--- config.mk ---
export PLATFORM = sky130hd
export DESIGN_NAME = eac_access_ctrl
export DESIGN_NICKNAME = d
export VERILOG_FILES = /design/src/eac_pkg.sv /design/src/eac_access_ctrl.sv /design/src/eac_osc_timer.sv
export SDC_FILE = /design/constraint.sdc
export NUM_CORES = 2
export LEC_CHECK = 0
export BUFFER_PORTS_ARGS = -buffer_cell sky130_fd_sc_hd__buf_2
export CAP_MARGIN = 15
export CORE_MARGIN = 2
export CORE_UTILIZATION = 40
export DETAILED_ROUTE_END_ITERATION = 8
export PLACE_DENSITY = 0.6
export SKIP_LAST_GASP = 1
export SYNTH_ARGS = -nofsm -noshare
export SYNTH_HDL_FRONTEND = slang
export SYNTH_SLANG_ARGS = --single-unit
--- constraint.sdc ---
create_clock -name i_clk_sys -period 20.3 [get_ports i_clk_sys]
set_clock_uncertainty 0.15 [all_clocks]
set_input_delay 4.06 -clock i_clk_sys [delete_from_list [all_inputs] [get_ports i_clk_sys]]
set_output_delay 4.06 -clock i_clk_sys [all_outputs]
set_load 0.02 [all_outputs]
--- src/eac_pkg.sv ---
package eac_pkg;
    // ************************************************************
    // Register file
    // ************************************************************
    localparam logic [1:0] ADDR_CONTROL = 2'h0;
    localparam logic [1:0] ADDR_DATA = 2'h1;
    localparam logic [1:0] ADDR_ADDR_LO = 2'h2;
    localparam logic [1:0] ADDR_ADDR_HI = 2'h3;
    localparam int BIT_READ_STROBE = 0;
    localparam int BIT_WRITE_STROBE = 1;
    localparam int BIT_MASTER_WE = 2;
    localparam int BIT_READY_IRQ_EN = 3;
    localparam logic [7:0] CONTROL_RESET = 8'h00;
    localparam int NV_DEPTH = 512;
    localparam int NV_ADDR_W = 9;
    // ************************************************************
    // Timing
    // ************************************************************
    localparam int MASTER_WE_CYCLES = 4;
    localparam int WRITE_STALL_CYCLES = 2;
    localparam int READ_STALL_CYCLES = 4;
    localparam int WRITE_OSC_CYCLES = 8448;
    localparam int WRITE_TIME_US = 8448;
    localparam int OSC_FREQ_MHZ = 1;
    localparam int OSC_DIV_DEFAULT = 100 / OSC_FREQ_MHZ;
    typedef enum logic [1:0] {
        EAC_IDLE,
        EAC_READ,
        EAC_WRITE
    } eac_state_t;
endpackage

--- src/eac_access_ctrl.sv ---
`timescale 1ns/1ps
// Notes on behaviour
// - Write starts only with master enable armed
// - Late strobe: master enable expired, no write
// - No write while self-program busy
// - Write strobe clears when write time ends
// - Write strobe stalls CPU two cycles
// - Read strobe loads data register at once
// - Read stalls CPU four cycles
// - During write: reads refused, address locked
// - Write timed by 8448 cycles of 1 MHz
// - Write completes through power-down
// - Write completes through reset
// - Master enable self-clears after four cycles
// - Ready interrupt level while write strobe clear
// - 512 bytes, 9-bit address, upper bits zero
module eac_access_ctrl #(
    parameter int NV_DEPTH = eac_pkg::NV_DEPTH,
    parameter int OSC_DIV = eac_pkg::OSC_DIV_DEFAULT,
    parameter int WRITE_CYCLES = eac_pkg::WRITE_OSC_CYCLES
) (
    // Clock and resets
    input wire logic i_clk_sys,
    input wire logic i_rst_b,
    input wire logic i_por_b,
    // I/O register port
    input wire logic [1:0] i_io_addr,
    input wire logic i_io_wr,
    input wire logic i_io_rd,
    input wire logic [7:0] i_io_wdata,
    output logic [7:0] o_io_rdata,
    // System status
    input wire logic i_self_program_busy,
    input wire logic i_global_irq_en,
    input wire logic i_power_down,
    // Outputs
    output logic o_cpu_stall,
    output logic o_ready_irq,
    output logic o_osc_run
);
    // ************************************************************
    // State
    // ************************************************************
    typedef struct packed {
        logic [8:0] addr;
        logic [7:0] data;
        logic mwe;
        logic [2:0] mwe_cnt;
        logic wstrobe;
        logic irq_en;
        logic [2:0] stall;
        logic stalled;
        logic [7:0] rdata;
        logic irq;
        logic osc;
        logic [8:0] waddr;
        logic [7:0] wdata;
    } eac_ctl_t;
    eac_ctl_t s_reg, s_next;
    logic [7:0] mem [NV_DEPTH];
    logic tmr_busy;
    logic tmr_done;
    logic start_write;
    logic [7:0] ctl_val;

    eac_osc_timer #(
        .OSC_DIV(OSC_DIV),
        .WRITE_CYCLES(WRITE_CYCLES)
    ) u_timer (
        .i_clk_sys(i_clk_sys),
        .i_por_b(i_por_b),
        .i_start(start_write),
        .o_busy(tmr_busy),
        .o_done(tmr_done)
    );

    // ************************************************************
    // Next state
    // ************************************************************
    always_comb begin
        s_next = s_reg;
        start_write = 1'b0;
        ctl_val = {4'h0, s_next.irq_en, s_next.mwe, s_next.wstrobe, 1'b0};
        if (s_reg.stall != 3'h0) begin
            s_next.stall = s_reg.stall - 3'h1;
        end
        if (s_reg.mwe) begin
            if (s_reg.mwe_cnt == 3'(eac_pkg::MASTER_WE_CYCLES - 1)) begin
                s_next.mwe = 1'b0;
            end else begin
                s_next.mwe_cnt = s_reg.mwe_cnt + 3'h1;
            end
        end
        if (tmr_done) begin
            s_next.wstrobe = 1'b0;
        end
        // No access is taken while reset holds the registers
        if (i_io_wr && i_rst_b && s_reg.stall == 3'h0) begin
            case (i_io_addr)
                eac_pkg::ADDR_CONTROL: begin
                    s_next.irq_en = i_io_wdata[eac_pkg::BIT_READY_IRQ_EN];
                    if (i_io_wdata[eac_pkg::BIT_MASTER_WE]) begin
                        s_next.mwe = 1'b1;
                        s_next.mwe_cnt = 3'h0;
                    end
                    if (i_io_wdata[eac_pkg::BIT_WRITE_STROBE] && s_reg.mwe
                        && !tmr_busy && !s_reg.wstrobe
                        && !i_self_program_busy) begin
                        start_write = 1'b1;
                        s_next.wstrobe = 1'b1;
                        s_next.mwe = 1'b0;
                        s_next.waddr = s_reg.addr;
                        s_next.wdata = s_reg.data;
                        s_next.stall = 3'(eac_pkg::WRITE_STALL_CYCLES);
                    end else if (i_io_wdata[eac_pkg::BIT_READ_STROBE]
                        && !tmr_busy && !s_reg.wstrobe) begin
                        s_next.data = mem[s_reg.addr];
                        s_next.stall = 3'(eac_pkg::READ_STALL_CYCLES);
                    end
                end
                eac_pkg::ADDR_DATA: begin
                    s_next.data = i_io_wdata;
                end
                eac_pkg::ADDR_ADDR_LO: begin
                    if (!s_reg.wstrobe) begin
                        s_next.addr[7:0] = i_io_wdata;
                    end
                end
                eac_pkg::ADDR_ADDR_HI: begin
                    if (!s_reg.wstrobe) begin
                        s_next.addr[8] = i_io_wdata[0];
                    end
                end
                default: begin
                end
            endcase
        end
        ctl_val = {4'h0, s_next.irq_en, s_next.mwe, s_next.wstrobe, 1'b0};
        case (i_io_addr)
            eac_pkg::ADDR_CONTROL: s_next.rdata = ctl_val;
            eac_pkg::ADDR_DATA: s_next.rdata = s_next.data;
            eac_pkg::ADDR_ADDR_LO: s_next.rdata = s_next.addr[7:0];
            eac_pkg::ADDR_ADDR_HI: s_next.rdata = {7'h00, s_next.addr[8]};
            default: s_next.rdata = 8'h00;
        endcase
        s_next.irq = s_next.irq_en && i_global_irq_en
            && !s_next.wstrobe;
        // Once running, oscillator stays on while asleep
        s_next.osc = tmr_busy || start_write
            || (s_reg.osc && i_power_down);
        s_next.stalled = s_next.stall != 3'h0;
    end

    // ************************************************************
    // Registers
    // ************************************************************
    always_ff @(posedge i_clk_sys) begin
        if (!i_rst_b) begin
            s_reg <= '0;
            // Write in flight survives reset
            s_reg.wstrobe <= tmr_busy && !tmr_done;
            s_reg.waddr <= s_reg.waddr;
            s_reg.wdata <= s_reg.wdata;
            s_reg.osc <= tmr_busy || (s_reg.osc && i_power_down);
        end else begin
            s_reg <= s_next;
        end
    end

    always_ff @(posedge i_clk_sys) begin
        if (tmr_done) begin
            mem[s_reg.waddr] <= s_reg.wdata;
        end
    end

    assign o_io_rdata = s_reg.rdata;
    assign o_cpu_stall = s_reg.stalled;
    assign o_ready_irq = s_reg.irq;
    assign o_osc_run = s_reg.osc;

    // ************************************************************
    // Checks
    // ************************************************************
    a_mwe_expire: assert property (
        @(posedge i_clk_sys) disable iff (!i_rst_b)
        $rose(s_reg.mwe) |-> ##[1:4] !s_reg.mwe)
        else $error("master enable did not expire");
    a_write_gate: assert property (
        @(posedge i_clk_sys) disable iff (!i_rst_b)
        $rose(s_reg.wstrobe) |->
        $past(s_reg.mwe) && !$past(i_self_program_busy))
        else $error("write started without arming");
    a_write_stall: assert property (
        @(posedge i_clk_sys) disable iff (!i_rst_b)
        start_write |=> o_cpu_stall [*2] ##1 !o_cpu_stall)
        else $error("write stall not two cycles");
    a_read_stall: assert property (
        @(posedge i_clk_sys) disable iff (!i_rst_b)
        (s_reg.stall == 3'h0 && s_next.stall == 3'h4) |=>
        o_cpu_stall [*4] ##1 !o_cpu_stall)
        else $error("read stall not four cycles");
    a_done_clears: assert property (
        @(posedge i_clk_sys) disable iff (!i_rst_b)
        tmr_done |=> !s_reg.wstrobe)
        else $error("write strobe not cleared");
    // First edge after a reset is skipped: reset may clear the address
    a_addr_locked: assert property (
        @(posedge i_clk_sys) disable iff (!i_rst_b)
        s_reg.wstrobe && $past(s_reg.wstrobe) && $past(i_rst_b)
        |-> $stable(s_reg.addr))
        else $error("address changed during write");
    a_irq_level: assert property (
        @(posedge i_clk_sys) disable iff (!i_rst_b)
        $past(i_rst_b) |-> o_ready_irq == (s_reg.irq_en
        && $past(i_global_irq_en) && !s_reg.wstrobe))
        else $error("ready interrupt wrong");
    a_osc_busy: assert property (
        @(posedge i_clk_sys) disable iff (!i_rst_b)
        s_reg.wstrobe |-> o_osc_run)
        else $error("oscillator not running");
    a_addr_hi_zero: assert property (
        @(posedge i_clk_sys) disable iff (!i_rst_b)
        (i_io_addr == eac_pkg::ADDR_ADDR_HI) |=> o_io_rdata[7:1] == 7'h00)
        else $error("upper address bits not zero");
endmodule

--- src/eac_osc_timer.sv ---
`timescale 1ns/1ps
// ************************************************************
// Self-timed write counter on a 1 MHz tick
// ************************************************************
module eac_osc_timer #(
    parameter int OSC_DIV = eac_pkg::OSC_DIV_DEFAULT,
    parameter int WRITE_CYCLES = eac_pkg::WRITE_OSC_CYCLES
) (
    // Clock and power-on reset
    input wire logic i_clk_sys,
    input wire logic i_por_b,
    // Control
    input wire logic i_start,
    output logic o_busy,
    output logic o_done
);
    typedef struct packed {
        logic [15:0] div;
        logic [15:0] cnt;
        logic busy;
        logic done;
    } eac_tmr_t;
    eac_tmr_t s_reg, s_next;

    always_comb begin
        s_next = s_reg;
        s_next.done = 1'b0;
        if (i_start && !s_reg.busy) begin
            s_next.busy = 1'b1;
            s_next.div = 16'h0000;
            s_next.cnt = 16'h0000;
        end else if (s_reg.busy) begin
            if (s_reg.div == 16'(OSC_DIV - 1)) begin
                s_next.div = 16'h0000;
                if (s_reg.cnt == 16'(WRITE_CYCLES - 1)) begin
                    s_next.busy = 1'b0;
                    s_next.done = 1'b1;
                end else begin
                    s_next.cnt = s_reg.cnt + 16'h0001;
                end
            end else begin
                s_next.div = s_reg.div + 16'h0001;
            end
        end
    end

    // Only power-on clears it; system reset does not stop a write
    always_ff @(posedge i_clk_sys) begin
        if (!i_por_b) begin
            s_reg <= '0;
        end else begin
            s_reg <= s_next;
        end
    end

    assign o_busy = s_reg.busy;
    assign o_done = s_reg.done;
endmodule

==> results by group <==
Placement
  • Post-detailed-placement half-perimeter wirelength: between 200 and 300 mm
  • Placed inst area: 0.168 mm^2
  • Final GP Congestion: 0.873
  • Port Buffers: 27

Drt
  • Starting DRC count in detailed routing: 11,700
  • # DRC: 0
  • Drt pass-1 iters: 6
  • Drt via density: roughly 6.0
  • Via count: 82,100
  • Drt wl/cell: roughly 34 um
  • Drt total wl: between 400 and 500 mm
  • DRT antenna net count: 0

Layout
  • Area grow syn2layout: 12.2%
  • Share of post-route cells with drive strength above 1: between 20% and 30%
  • Nets: ~7,900
  • Multi-input logic area: approximately 0.035 mm^2
  • Final instance area: 0.182 mm^2
  • Max reg flops: between 4,000 and 5,000
  • Fillers: ~34,000
  • Sequential standard cell area: ~0.12 mm^2

Global routing
  • Vias in the first global route: between 80,000 and 90,000
  • Global-route wire length before repair: roughly 640 mm
  • Global Route Usage Sum: between 20 and 25%
  • Antenna violations before repair: 35
  • GRT overflow: 0
  • Largest net degree at the start of global routing: approximately 250

Min path
  • Hold Crit Class: reg2reg
  • Hold Startpoint: s_reg[35]

Synthesis
  • Register area share after synthesis: 77.1%
  • Synth Area in XOR/XNOR: less than 1%
  • Asr flop ratio synth: 0%
  • Average size of a mapped cell: about 21 um^2
  • Post-synth EDFFs: approximately 4,100
  • Gate count after technology mapping: between 7,000 and 8,000
  • Synth Area in Compound Gates: under 10%
  • YS warnings: 0
  • Syn Std Cell Area: about 0.16 mm^2
  • Simple-Gate Fraction of Synth Area: between 3 and 4%
  • Post-Synth Adder-Cell Area: less than 1%
  • Post-Syn Nets: 7,714
  • Mux cell area share after synthesis: between 10% and 20%
  • Main combinational cell family by area after synthesis: multiplexers
  • Post-synthesis cell type count: between 70 and 80
  • Yosys reg bits: around 4,200
  • Synth Flop Type: edfxtp_1

Setup path
  • Setup CP Type: reg2reg
  • R2r setup slk: around 13,000 ps
  • Crit path capture type: flop
  • Most Frequent Cell on Critical Path: buf_4
  • Critical path peak fanout: 36
  • Startpoint types: flop
  • Critical Path Source: s_reg[45]
  • Critical Path, Cell by Cell: buf_4, buf_4, buf_4, buf_4, buf_4, nor2_4, buf_4, a221oi_1, o21ai_0, o211ai_1, o22ai_1, or4_1, o311ai_0, buf_4, a32o_1
  • Req. time, crit path: roughly 21,000 ps
  • Reg2reg start: s_reg[45]
  • Arrival time at the worst endpoint: between 8000 and 9000 ps
  • Max incr delay on CP: roughly 750 ps
  • CP max stage cell: buf_4

Floorplanning
  • Die ar.: around 0.4 mm^2
  • Core Region: a little over 0.4 mm^2
  • Die X: ~640 um
  • IO Count: 29
  • Die height: 641 um
  • Initial Utilization: around 40%
  • # rows: 233

Clocking
  • CTS H-tree depth: 5
  • Root buffer cell: clkbuf_16
  • Clock Latency Late Sink: about 990 ps
  • CTS buffer count: 419
  • Clock Sinks: between 4,000 and 5,000
  • CTS max path bufs: 4
  • # hold bufs at CTS: 0
  • Clk slew on worst S/H paths: around 60 ps
  • TritonCTS clock tree: done
  • Post-CTS Setup Repair Bufs: 0
  • Resize count post-CTS: 0

Timing
  • Final Slew Violations: 50
  • Hold Fails Final Rpt: 0
  • Final setup fails: 0
  • Final period util: between 30% and 40%
  • Setup TNS: 0 ps
  • Unrepaired setup endpoints after global routing: no
  • Worst slew pin tran: ~1500 ps
  • Final worst path period need: a little over 7000 ps
  • Max Freq: ~0.14 GHz
  • Worst rel slew slack: -3.15%

Flow run
  • Max_cap viols: 0

Outcome
  • Failing checks: max-slew violations
  • Outcome: finished, violations left

Power
  • Pleak: roughly 54 nW
  • PD cells: a little under 100 mW/mm^2
  • Peak VDD IR: between 0.00006 and 0.00007 V
## worst max-delay path, delay by kind of cell (launching register included)
family,cells,cell delay (ps)
AOI/OAI and AO/OA,6,1540
DFF,1,680
and+or+nand+nor,2,820
buffers and inverters,7,3920
## cells in the mapped netlist (6+ instances only)
master | count | share of area (%)
o2111ai_1 | 14 | 0.076
a21oi_1 | 101 | 0.31
dfxtp_1 | 71 | 0.88
a2111oi_0 | 12 | 0.065
buf_1 | 26 | 0.060
nand4_1 | 40 | 0.15
buf_2 | 112 | 0.35
or4_1 | 6 | 0.028
a221oi_1 | 61 | 0.33
a22oi_1 | 125 | 0.58
mux4_2 | 1005 | 14
o211ai_1 | 35 | 0.16
xor2_1 | 22 | 0.12
nand2b_1 | 14 | 0.054
buf_4 | 104 | 0.48
o22ai_1 | 36 | 0.14
and3_1 | 11 | 0.042
a22o_1 | 32 | 0.17
nor2_1 | 644 | 1.5
a32oi_1 | 9 | 0.049
nand3_1 | 52 | 0.16
inv_1 | 13 | 0.030
mux2_2 | 10 | 0.069
xnor2_1 | 8 | 0.043
nor2b_1 | 21 | 0.081
clkbuf_1 | 194 | 0.45
buf_6 | 27 | 0.19
edfxtp_1 | 4113 | 76
mux2i_1 | 195 | 1.2
nor4_1 | 17 | 0.066
o221ai_1 | 6 | 0.032
a211oi_1 | 23 | 0.11
nand2_1 | 250 | 0.58
mux4_1 | 12 | 0.19
and2_1 | 23 | 0.089
o21ai_0 | 80 | 0.25
a31oi_1 | 21 | 0.081
nor3_1 | 54 | 0.17
## metal layers
layer / global-route usage (%) / vias up / part of all wire [%]
li1: - / 32400 / -
met1: 30.7 / 44300 / 39
met2: 35.4 / 4506 / 47
met3: 4.63 / 848 / 9.6
met4: 8.75 / 12 / 4.4
met5: 0 / - / 0.018
## report_power, final
part	total (mW)	internal [mW]	switching (mW)	leakage (nW)
Clock	7.67	4.38	3.29	6.60
Combinational	0.538	0.196	0.342	9.96
Sequential	9.36	9.34	0.0135	37.6
Total	17.6	13.9	3.65	54.2
## layout make-up
| class | count | share of cell area (%) |
|---|---|---|
| Sequential cell | 4184 | 68.7 |
| Inverter | 16 | 0.0371 |
| Tap cell | 5405 | 3.72 |
| Clock buffer | 514 | 6.05 |
| Clock inverter | 256 | 1.35 |
| Antenna cell | 22 | 0.0303 |
| Timing Repair Buffer | 216 | 0.995 |
| Multi-Input combinational cell | 3020 | 19.1 |
## cells by family after synthesis
kind of cell,count (synthesis)
adders and majority gates,5
and+or+nand+nor,1163
xor gates and xnor gates,30
DFF,4184
buffers and inverters,487
muxes,1222
AOI/OAI and AO/OA,600
## path summary, 6_finish.rpt
check                   end  cells after the start
setup / recovery  s_reg[41]                     15
hold / removal    s_reg[35]                      2
setup reg to reg  s_reg[41]                     15
hold reg to reg   s_reg[35]                      2
## cell usage in the layout, fill, tap and decap left out, types with 53 or more instances in the layout
cell / synthesis / final
nor2_1: 644 / 630
dfxtp_1: 71 / 63
clkbuf_16: 0 / 425
a21oi_1: 101 / 101
mux4_2: 1005 / 1005
a22oi_1: 125 / 125
o21ai_0: 80 / 80
clkbuf_1: 194 / 86
clkinv_2: 0 / 81
nand2_1: 250 / 237
edfxtp_1: 4113 / 4113
clkinv_1: 2 / 103
buf_4: 104 / 166
nor3_1: 54 / 53
mux2i_1: 195 / 195
a221oi_1: 61 / 61
## metrics by stage
stage | hold slack, ps | instances | setup slack, ps | total power, mW | util, %
after CTS | 293 | 13600 | 12740 | 17.6 | 45.1
after global placement | 306 | 12800 | 12330 | 10.1 | 41.8
after floorplan | 253 | 7691 | 12560 | 9.86 | -
final | 297 | 13600 | 13030 | 17.6 | 45.1
after detailed placement | 284 | 12800 | 12340 | 10.1 | 41.8
after global routing | 327 | 13600 | 12420 | 18.0 | 45.1
No activity file was read; power rests on OpenSTA's default activity.
